File: config.mk
export PLATFORM = sky130hd
export DESIGN_NAME = flash_cmd_core
export DESIGN_NICKNAME = d
export VERILOG_FILES = /design/src/verilog/flash_cmd_pkg.sv /design/src/verilog/flash_cmd_core.sv /design/src/verilog/link_sampler.sv
export SDC_FILE = /design/constraint.sdc
export NUM_CORES = 1
export LEC_CHECK = 0
export BUFFER_PORTS_ARGS = -buffer_cell sky130_fd_sc_hd__buf_2
export CAP_MARGIN = 20
export CORE_MARGIN = 5
export CORE_UTILIZATION = 67
export CTS_CLUSTER_SIZE = 40
export DETAILED_ROUTE_END_ITERATION = 16
export GPL_TIMING_DRIVEN = 0
export PLACE_DENSITY = 0.85
export SYNTH_ARGS = -nofsm -noshare
export SYNTH_HDL_FRONTEND = slang
export SYNTH_HIERARCHICAL = 1
export SYNTH_SLANG_ARGS = --single-unit
File: constraint.sdc
create_clock -name sys_clk_i -period 7.33 [get_ports sys_clk_i]
set_clock_uncertainty 0.1 [all_clocks]
set_input_delay 0.733 -clock sys_clk_i [delete_from_list [all_inputs] [get_ports sys_clk_i]]
set_output_delay 0.733 -clock sys_clk_i [all_outputs]
set_load 0.05 [all_outputs]
File: src/verilog/flash_cmd_pkg.sv
// package for the serial flash command interpreter: opcodes, timing, types
// assumes a 100 MHz system clock that oversamples the serial link pins
`default_nettype none
package flash_cmd_pkg;
	localparam logic [7:0] OP_WRITE_ENABLE = 8'h06;
	localparam logic [7:0] OP_BLOCK_ERASE = 8'hD8;
	localparam logic [7:0] OP_ARRAY_ERA_A = 8'h60;
	localparam logic [7:0] OP_ARRAY_ERA_B = 8'hC7;
	localparam logic [7:0] OP_SLEEP      = 8'hB9;
	localparam logic [7:0] OP_WAKE_ID    = 8'hAB;
	localparam logic [7:0] OP_RST_EN     = 8'h66;
	localparam logic [7:0] OP_RST        = 8'h99;
	localparam logic [7:0] OP_ID_SINGLE  = 8'h90;
	localparam logic [7:0] OP_ID_DUAL    = 8'h92;
	localparam logic [7:0] MAKER_ID_DEF  = 8'h5A; // arbitrary value
	localparam logic [7:0] DEVICE_ID_DEF = 8'h17; // arbitrary value
	localparam int CLK_MHZ = 100;
	// times in microseconds, plain defaults
	// array time kept small enough that the cycle count still fits a 32-bit int
	localparam int BLOCK_ERASE_TIME_US = 250000;
	localparam int ARRAY_ERASE_TIME_US = 20000000;
	localparam int SLEEP_ENTRY_DELAY_US = 3;
	localparam int WAKE_DELAY_US = 3;
	localparam int WAKE_ID_DELAY_US = 6;
	localparam int BLOCK_ERASE_CYC = BLOCK_ERASE_TIME_US * CLK_MHZ;
	localparam int ARRAY_ERASE_CYC = ARRAY_ERASE_TIME_US * CLK_MHZ;
	localparam int SLEEP_ENTRY_CYC = SLEEP_ENTRY_DELAY_US * CLK_MHZ;
	localparam int WAKE_CYC = WAKE_DELAY_US * CLK_MHZ;
	localparam int WAKE_ID_CYC = WAKE_ID_DELAY_US * CLK_MHZ;
	localparam int BITS_BLOCK_CMD = 32;
	localparam int BITS_CODE = 8;
	localparam int BITS_DUMMY3 = 32;
	localparam logic [23:0] ADDR_SWAP = 24'h000001;
	localparam logic [31:0] TIMER_RESET = 32'h0000_0000;

	typedef enum logic [2:0] {ST_IDLE, ST_BUSY, ST_SLEEP_WAIT, ST_ASLEEP, ST_WAKING} mode_e;

	typedef struct packed {
		logic [4:0] protect_bits;
		logic       protect_complement;
	} protect_s;

	typedef struct packed {
		logic rise;
		logic fall;
		logic sel_low;
		logic sel_rise;
		logic data;
	} link_ev_s;
endpackage : flash_cmd_pkg
`default_nettype wire

File: src/verilog/flash_cmd_core.sv
// command interpreter for erase, deep sleep and identification commands
// assumes link pins are asynchronous; the array itself lives outside
`timescale 1ns/10ps
`default_nettype none
module flash_cmd_core #(
	parameter int unsigned BLOCK_ERASE_CYCLES = flash_cmd_pkg::BLOCK_ERASE_CYC,
	parameter int unsigned ARRAY_ERASE_CYCLES = flash_cmd_pkg::ARRAY_ERASE_CYC
) (
	input  wire logic                    sys_clk_i,
	input  wire logic                    rst_b_i,
	input  wire logic                    sclk_i,
	input  wire logic                    sel_b_i,
	input  wire logic                    io0_i,
	input  wire logic                    io1_i,
	input  wire flash_cmd_pkg::protect_s protect_i,
	output logic                         io0_o,
	output logic                         io0_oe_b_o,
	output logic                         io1_o,
	output logic                         io1_oe_b_o,
	output logic                         write_in_progress_o,
	output logic                         write_latch_flag_o,
	output logic                         deep_sleep_o,
	output logic                         block_erase_o,
	output logic                         array_erase_o,
	output logic [7:0]                   erase_block_o
);
	import flash_cmd_pkg::*;

	typedef struct packed {
		mode_e       mode;
		logic [31:0] timer;
		logic [5:0]  nbits;
		logic [39:0] shift;
		logic        rst_armed;
		logic        latch;
		logic        wake_id;
		logic [15:0] id_word;
		logic [3:0]  id_pos;
		logic        dual;
		logic        out_en;
		logic        io0;
		logic        io1;
		logic        blk_pulse;
		logic        arr_pulse;
		logic [7:0]  blk_addr;
		logic        dummy;
	} core_s;

	core_s    st_reg;
	core_s    st_next;
	link_ev_s ev;
	logic     unused_io1;

	link_sampler u_samp (
		.sys_clk_i (sys_clk_i),
		.rst_b_i   (rst_b_i),
		.sclk_i    (sclk_i),
		.sel_b_i   (sel_b_i),
		.data_i    (io0_i),
		.ev_o      (ev)
	);
	assign unused_io1 = io1_i;

	// opcode is the first byte; a finished frame's bit count decides validity
	function automatic logic [7:0] opcode(input logic [39:0] sh, input logic [5:0] n);
		opcode = 8'(sh >> (6'(n) - 6'd8));
	endfunction

	function automatic logic no_sector_protected(input protect_s p);
		no_sector_protected = (p.protect_bits[2:0] == 3'h0 && !p.protect_complement) ||
			(p.protect_bits[2:0] == 3'h7 && p.protect_complement);
	endfunction

	// simplified protect map: top fraction of 256 blocks by protect_bits[2:0]
	function automatic logic block_protected(input protect_s p, input logic [7:0] blk);
		logic [8:0] lim;
		logic       hit;
		lim = (p.protect_bits[2:0] == 3'h0) ? 9'h100 : (9'h100 - (9'h001 << p.protect_bits[2:0]));
		hit = {1'b0, blk} >= lim;
		block_protected = hit ^ p.protect_complement;
	endfunction

	always_comb begin
		logic [7:0] op;
		logic [7:0] op_now;
		logic       busy;
		op = opcode(st_reg.shift, st_reg.nbits);
		op_now = st_reg.shift[7:0];
		busy = (st_reg.mode == ST_BUSY);
		st_next = st_reg;
		st_next.blk_pulse = 1'b0;
		st_next.arr_pulse = 1'b0;
		if (st_reg.timer != TIMER_RESET) begin
			st_next.timer = st_reg.timer - 32'h1;
		end
		case (st_reg.mode)
			ST_BUSY: begin
				if (st_reg.timer == 32'h2) begin
					st_next.latch = 1'b0;
				end
				if (st_reg.timer == 32'h1) begin
					st_next.mode = ST_IDLE;
				end
			end
			ST_SLEEP_WAIT: begin
				if (st_reg.timer == 32'h1) begin
					st_next.mode = ST_ASLEEP;
				end
			end
			ST_WAKING: begin
				// select held high for the delay; earlier select restarts nothing
				if (st_reg.timer == 32'h1) begin
					st_next.mode = ST_IDLE;
				end
			end
			ST_IDLE, ST_ASLEEP: begin
			end
			default: begin
				st_next.mode = ST_IDLE;
			end
		endcase
		if (ev.rise) begin
			st_next.shift = {st_reg.shift[38:0], ev.data};
			if (st_reg.nbits != 6'd63) begin
				st_next.nbits = st_reg.nbits + 6'd1;
			end
			// id output starts after 32 bits, for both the id and the wake/id forms
			if (st_reg.nbits == 6'd31 && !(st_reg.mode inside {ST_ASLEEP, ST_WAKING, ST_SLEEP_WAIT})) begin
				if ((st_reg.shift[30:23] == OP_ID_SINGLE || st_reg.shift[30:23] == OP_ID_DUAL) && !busy) begin
					st_next.out_en = 1'b1;
					st_next.dual = (st_reg.shift[30:23] == OP_ID_DUAL);
					st_next.id_pos = 4'h0;
					st_next.id_word = ({st_reg.shift[22:0], ev.data} == ADDR_SWAP) ?
						{DEVICE_ID_DEF, MAKER_ID_DEF} : {MAKER_ID_DEF, DEVICE_ID_DEF};
				end
			end
			if (st_reg.nbits == 6'd31 && st_reg.shift[30:23] == OP_WAKE_ID && !busy) begin
				st_next.out_en = 1'b1;
				st_next.dual = 1'b0;
				st_next.id_pos = 4'h0;
				st_next.id_word = {DEVICE_ID_DEF, DEVICE_ID_DEF};
				st_next.wake_id = 1'b1;
			end
		end
		if (ev.fall && st_reg.out_en) begin
			if (st_reg.dual) begin
				st_next.io1 = st_reg.id_word[4'hF - st_reg.id_pos];
				st_next.io0 = st_reg.id_word[4'hE - st_reg.id_pos];
				st_next.id_pos = st_reg.id_pos + 4'h2;
			end else begin
				st_next.io1 = st_reg.id_word[4'hF - st_reg.id_pos];
				st_next.id_pos = st_reg.id_pos + 4'h1;
			end
		end
		if (ev.sel_rise) begin
			st_next.nbits = 6'd0;
			st_next.shift = '0;
			st_next.out_en = 1'b0;
			st_next.wake_id = 1'b0;
			if (st_reg.mode == ST_ASLEEP || st_reg.mode == ST_SLEEP_WAIT) begin
				// asleep: only wake, reset-enable and reset respond
				if (st_reg.nbits == 6'd8 && op == OP_WAKE_ID) begin
					st_next.mode = ST_WAKING;
					st_next.timer = 32'(WAKE_CYC);
				end else if (st_reg.nbits >= 6'd32 && st_reg.wake_id) begin
					st_next.mode = ST_WAKING;
					st_next.timer = 32'(WAKE_ID_CYC);
				end else if (st_reg.nbits == 6'd8 && op == OP_RST_EN) begin
					st_next.rst_armed = 1'b1;
				end else if (st_reg.nbits == 6'd8 && op == OP_RST && st_reg.rst_armed) begin
					st_next.mode = ST_WAKING;
					st_next.timer = 32'(WAKE_CYC);
					st_next.latch = 1'b0;
					st_next.rst_armed = 1'b0;
				end
			end else if (st_reg.mode == ST_IDLE) begin
				st_next.rst_armed = (st_reg.nbits == 6'd8 && op == OP_RST_EN);
				if (st_reg.nbits == 6'd8 && op == OP_WRITE_ENABLE) begin
					st_next.latch = 1'b1;
				end else if (st_reg.nbits == 6'(BITS_BLOCK_CMD) && op == OP_BLOCK_ERASE) begin
					// exactly 32 bits, any address in the block
					if (st_reg.latch && !block_protected(protect_i, st_reg.shift[23:16])) begin
						st_next.mode = ST_BUSY;
						st_next.timer = BLOCK_ERASE_CYCLES;
						st_next.blk_pulse = 1'b1;
						st_next.blk_addr = st_reg.shift[23:16];
					end
				end else if (st_reg.nbits == 6'(BITS_CODE) &&
						(op == OP_ARRAY_ERA_A || op == OP_ARRAY_ERA_B)) begin
					if (st_reg.latch && no_sector_protected(protect_i)) begin
						st_next.mode = ST_BUSY;
						st_next.timer = ARRAY_ERASE_CYCLES;
						st_next.arr_pulse = 1'b1;
					end
				end else if (st_reg.nbits == 6'(BITS_CODE) && op == OP_SLEEP) begin
					st_next.mode = ST_SLEEP_WAIT;
					st_next.timer = 32'(SLEEP_ENTRY_CYC);
				end else if (st_reg.nbits == 6'd8 && op == OP_RST && st_reg.rst_armed) begin
					st_next.latch = 1'b0;
				end
				// any other deselect simply leaves the device in standby
			end
			// while busy, sleep and wake requests fall through untouched
		end
		st_next.dummy = op_now[0];
	end

	always_ff @(posedge sys_clk_i) begin
		if (!rst_b_i) begin
			st_reg <= '{mode: ST_IDLE, timer: TIMER_RESET, nbits: 6'h0, shift: 40'h0,
				rst_armed: 1'b0, latch: 1'b0, wake_id: 1'b0, id_word: 16'h0, id_pos: 4'h0,
				dual: 1'b0, out_en: 1'b0, io0: 1'b0, io1: 1'b0, blk_pulse: 1'b0,
				arr_pulse: 1'b0, blk_addr: 8'h0, dummy: 1'b0};
		end else begin
			st_reg <= st_next;
		end
	end

	always_ff @(posedge sys_clk_i) begin
		if (!rst_b_i) begin
			io0_o <= 1'b0;
			io1_o <= 1'b0;
			io0_oe_b_o <= 1'b1;
			io1_oe_b_o <= 1'b1;
			write_in_progress_o <= 1'b0;
			write_latch_flag_o <= 1'b0;
			deep_sleep_o <= 1'b0;
			block_erase_o <= 1'b0;
			array_erase_o <= 1'b0;
			erase_block_o <= 8'h0;
		end else begin
			io0_o <= st_next.io0;
			io1_o <= st_next.io1;
			io0_oe_b_o <= ~(st_next.out_en & st_next.dual);
			io1_oe_b_o <= ~st_next.out_en;
			write_in_progress_o <= (st_next.mode == ST_BUSY);
			write_latch_flag_o <= st_next.latch;
			deep_sleep_o <= (st_next.mode == ST_ASLEEP);
			block_erase_o <= st_next.blk_pulse;
			array_erase_o <= st_next.arr_pulse;
			erase_block_o <= st_next.blk_addr;
		end
	end
endmodule // flash_cmd_core
`default_nettype wire

File: src/verilog/link_sampler.sv
// link pin synchroniser and edge finder for the serial interface
// assumes serial clock, select and data arrive asynchronously to sys_clk_i
`timescale 1ns/10ps
`default_nettype none
module link_sampler (
	input  wire logic                      sys_clk_i,
	input  wire logic                      rst_b_i,
	input  wire logic                      sclk_i,
	input  wire logic                      sel_b_i,
	input  wire logic                      data_i,
	output var  flash_cmd_pkg::link_ev_s   ev_o
);
	import flash_cmd_pkg::*;

	typedef struct packed {
		logic [2:0] s1;
		logic [2:0] s2;
		logic       clk_d;
		logic       sel_d;
	} samp_s;

	samp_s st_reg;
	samp_s st_next;

	always_comb begin
		st_next = st_reg;
		st_next.s1 = {sclk_i, sel_b_i, data_i};
		st_next.s2 = st_reg.s1;
		st_next.clk_d = st_reg.s2[2];
		st_next.sel_d = st_reg.s2[1];
	end

	always_ff @(posedge sys_clk_i) begin
		if (!rst_b_i) begin
			// idle pin levels (clock low, select high) so no false edge follows reset
			st_reg <= '{s1: 3'h2, s2: 3'h2, clk_d: 1'b0, sel_d: 1'b1};
		end else begin
			st_reg <= st_next;
		end
	end

	// events use only second-stage and later flops so metastability stays contained
	always_comb begin
		ev_o.rise = st_reg.s2[2] & ~st_reg.clk_d & ~st_reg.s2[1];
		ev_o.fall = ~st_reg.s2[2] & st_reg.clk_d & ~st_reg.s2[1];
		ev_o.sel_low = ~st_reg.s2[1];
		ev_o.sel_rise = st_reg.s2[1] & ~st_reg.sel_d;
		ev_o.data = st_reg.s2[0];
	end
endmodule // link_sampler
`default_nettype wire
After elaboration in Yosys (flattened, before gate mapping)
Index checks and enable logic that the tools add are counted.
Operators by class
  $add $sub $neg: 8
  $lt $le $gt $ge: 4
  shift-type cells: 2
  muxes and demuxes: 56
  div/mod/pow operators: 0
  $mul: 0
  bitwise logic cells: 20
  reduce and logical (&&, ||, !) cells: 48
  equal/unequal tests: 28
Operator list (number)
  $mux 35: 12
  $mux 84: 1
  $eq 8x8->1 const B: 8
  $mux 8: 6
  $mux 23: 2
  $mux 46: 1
  $mux 22: 2
  $shr 40x6->8: 1
  $eq 32x1->1 const B: 1
  $eq 32x2->1 const B: 1
  $mux 32: 1
  $reduce_bool 32->1: 1
  $sub 32x1->32 const B: 1
  $eq 24x1->1 const B: 1
  $logic_and 1x1->1: 18
  $eq 8x7->1 const B: 2
  $mux 1: 15
  $mux 15: 1
  $not 1->1: 13
  $mux 2: 6
  $lt 4x5->1 const B: 2
  $eq 3x2->1 const B: 3
  $ge 8x9->1: 1
  $mux 9: 1
  36 further kinds: 65
Storage, ports and cells
  bits in latches: 0
  memories: 0
  output and inout port bits: 17
  bits in registers: 130
  RAM bits: 0
  bits in read-only memories: 0

Longest topological paths before layout
  depth in word-level cells: 14
  mapped depth: 16

Cells and area by module
The synthesis kept the hierarchy.
Modules (own cells, without submodules)
  flash_cmd_core: seq. area each 2222.1 um2, cells an instance 841, area each 7573.5 um2, times used 1
  link_sampler: seq. area each 160.2 um2, cells an instance 21, area each 242.7 um2, times used 1

Least setup slack after synthesis
No wires, ideal clock.
  path kind: reg2reg
  start point: register st_reg[81] (netlist bit)
  end point: register st_reg[107] (netlist bit)
  period minus slack after synthesis: 3.520 ns
  cell stages (with the launch flop): 13
  arrival: 3.288 ns
  setup time: 0.132 ns
  buffers on the path: 1
  setup slack: 3.810 ns
  cells stage by stage: dfxtp_1 -> inv_1 -> clkbuf_1 -> ha_1 -> xor2_1 -> nand3_1 -> nor3_1 -> o211ai_4 -> or2_0 -> or4_4 -> a31oi_2 -> o21ba_2 -> nor3_1
Between the ends
  word-level cells in the longest chain between the ends: 11
  elaborated cells between the ends (all ways): 34
  classes of those cells: 1 x add/sub; 1 x order compare; 10 x eq/ne; 1 x shift; 11 x mux; 10 x reduce/logical
Ends and longest elaborated chain
  start, declared: line flash_cmd_core.sv:49  | core_s st_reg;
  start signal, assigned: line flash_cmd_core.sv:210  | st_reg <= '{mode: ST_IDLE, timer: TIMER_RESET, nbits: 6'h0, shift: 40'h0,
  start signal, assigned: line flash_cmd_core.sv:215  | st_reg <= st_next;
  $sub 6x4->6: line flash_cmd_core.sv:66  | opcode = 8'(sh >> (6'(n) - 6'd8));
  $shr 40x6->8: line flash_cmd_core.sv:66
  $eq 8x8->1 (tied with other cells): line flash_cmd_core.sv:195  | end else if (st_reg.nbits == 6'(BITS_CODE) && op == OP_SLEEP) begin
  $logic_and 1x1->1 (tied with other cells): line flash_cmd_core.sv:195
  $mux 35 (tied with other cells): line flash_cmd_core.sv:195
  $mux 35 (on tied branches): line flash_cmd_core.sv:188, flash_cmd_core.sv:170
  $mux 35 (on tied branches): line flash_cmd_core.sv:180, flash_cmd_core.sv:168
  $mux 35 (on tied branches): line flash_cmd_core.sv:178, flash_cmd_core.sv:165
  $mux 35 (on tied branches): line flash_cmd_core.sv:176, flash_cmd_core.sv:162
  $mux 35 *: line flash_cmd_core.sv:160  | if (st_reg.mode == ST_ASLEEP || st_reg.mode == ST_SLEEP_WAIT) begin
  $mux 84 *: line flash_cmd_core.sv:155  | if (ev.sel_rise) begin
Every way passes the cells marked *; elsewhere a longest branch is shown, timed or not.
A chain may end at the register's enable or synchronous reset.

Worst setup path in the final report
  start point: register st_reg[81] (netlist bit)
  end point: register erase_block_o[0]
Between the ends
  word-level cells in the longest chain between the ends: 6
  elaborated cells between the ends (all ways): 10
  classes of those cells: 1 x add/sub; 4 x eq/ne; 1 x shift; 1 x bitwise; 3 x reduce/logical
Ends and longest elaborated chain
  $sub 6x4->6: line flash_cmd_core.sv:66
  $shr 40x6->8: line flash_cmd_core.sv:66
  $eq 8x3->1: line flash_cmd_core.sv:178  | if (st_reg.nbits == 6'd8 && op == OP_WRITE_ENABLE) begin
  $logic_and 1x1->1: line flash_cmd_core.sv:178
  $not 1->1 (no source line)
  $reduce_and 6->1 (no source line) *
  end signal, assigned: line flash_cmd_core.sv:241  | erase_block_o <= st_next.blk_addr;
  end, declared: line flash_cmd_core.sv:25  | output logic [7:0] erase_block_o
Marked as above.

==> results_dict.tcl <==
set metrics [dict create \
    outcome "finished clean" \
    p_sw_uw 722 \
    diodes 0 \
    largest_reg_flops 93 \
    syn_nets 890 \
    layout.nets 934 \
    dieArea_um2 13900 \
    path_clk_slew_ns 0.06 \
    first_pass_iters 7 \
    cp-end-kind "flop" \
    slew_headroom_pct 44.7 \
    period_share_pct 62.2 \
    arrival_ns 4.73 \
    holdWs_ns 0.342 \
    setup_violations 0 \
    antenna_left 0 \
    grt_max_degree 17 \
    grt_pass1_wl_mm 40.1 \
    finalWeightedCongestion 0.979 \
    vias 7493 \
    rows 39 \
    area_delta_synth_final_pct 12.2 \
    dieWidth_um 118 \
    avgSynthCellArea_um2 9.07 \
    fp.coreArea_um2 11400 \
    p_total_mw 2.24 \
    min_period_ns 4.56 \
    cp_max_fo 10 \
    comb_power_share_pct 23.4 \
    cap_violations 0 \
    avgViaCountPerCell 7.06 \
    grt_pass1_vias 7339 \
    dp_hpwl_mm 17.0 \
    ir_drop_v 0.000296 \
    htreeDepth 4 \
    synth-warning-count 6 \
    cts_resized 0 \
    grt_usage_pct 35.8 \
    drive_above_1_share_pct 17.8 \
    drtIter0Drc 984 \
    root_buffer "clkbuf_16" \
    cts_buffers 17 \
    start_util_pct 68.4 \
    syn_area_um2 7810 \
    io_buffers 25 \
    drc_errors 0 \
    io_pins 29 \
    power.density_nw_per_um2 256 \
    fmax_mhz 219 \
    die_height_um 118 \
    p_leak_nw 3.27 \
    syn_inst 861 \
    clock_latency_ns 0.42 \
    cts.sinks 119 \
    drt-total-wl_mm 25.0 \
    finalWorstSetupSlack_ns 2.77 \
    clockPowerShare_pct 41.4 \
    antenna_found_initial 0 \
    pre_cts_ws_ns 2.95 \
    required_ns 7.50 \
    rsz0062_at_grt "no" \
    dpl.cell_count 1029 \
    layout_common_cells "dfxtp_1 (119), nor2_1 (109), mux2i_1 (65), nand2_1 (57), a21oi_1 (51)" \
    path_class "flop to flop" \
    hp-class "flop to flop" \
    tightest_slew_ns 0.823 \
    layout_commonest_cell "dfxtp_1" \
    p_int_mw 1.52 \
    grt_remaining_overflow 0 \
    stdcell_count 1061 \
    route.detailed.wl_per_inst_um 23.6 \
    p_sw_share_pct 32.2 \
    cts.path.max_buffers 2 \
    tritoncts "done" \
    final_max_slew_viol_count 0 \
    finalHoldViolCount 0 \
    startpoint_type "flop" \
    setup-tns-final_ns 0 \
    pwr-share-seq_pct 35.2 \
    post_cts_buffers 0 \
    cts_hold_buf 0 \
]
area by class of cell:
cell class,instances,area (um2)
buffer,56,317
clock inverter,14,210
multi-input combinational,666,5040
tap,143,179
timing repair buffer,25,125
sequential,119,2380
clock buffer,18,439
fill,728,2650
inverter,20,75.1
critical path: stages, from the launching register on:
cell	delay, ns
dfxtp_1	0.54
inv_1	0.12
clkbuf_1	0.31
ha_1	0.43
clkinv_1	0.29
nor3_1	0.59
o211ai_1	0.35
a21oi_1	0.40
nand4_2	0.24
and2_1	0.24
buf_6	0.14
nand3_1	0.07
buf_4	0.22
mux2i_1	0.28
nor2_1	0.08
through the flow:
step                      area [um2]  utilization (%)
after CTS                       8770             76.8
final                           8770             76.8
after global routing            8770             76.8
after floorplan                 7810                -
after detailed placement        8120             71.1
after global placement          8120             71.1
routing by layer:
metal	part of all wire (%)	wire length [um]	vias to the layer above	GRT usage, %
met5	0	0	-	0
met4	3.9	972	0	13.8
met3	12	2960	121	11.7
met2	45	11300	530	54.7
met1	39	9860	3575	47.1
li1	-	-	3267	-
power groups by stage:
stage | Combinational (mW) | Sequential (mW) | Clock (mW)
floorplan | 0.391 | 0.779 | 0
global placement | 0.456 | 0.789 | 0
detailed placement | 0.480 | 0.796 | 0
CTS | 0.511 | 0.785 | 0.926
global route | 0.571 | 0.796 | 0.961
finish | 0.524 | 0.789 | 0.927
path summary, 6_finish.rpt:
check	start	end	slack (ns)	cells after the start
hold / removal	u_samp/st_next[3]$_SDFF_PN1_	u_samp/st_next[0]$_SDFF_PN1_	0.34	1
hold reg to reg	u_samp/st_next[3]$_SDFF_PN1_	u_samp/st_next[0]$_SDFF_PN1_	0.34	1
setup reg to reg	st_reg[81]$_SDFFE_PP0P_	erase_block_o[0]$_SDFFE_PN0P_	2.77	14
setup / recovery	st_reg[81]$_SDFFE_PP0P_	erase_block_o[0]$_SDFFE_PN0P_	2.77	14
No activity file was read; power rests on OpenSTA's default activity.
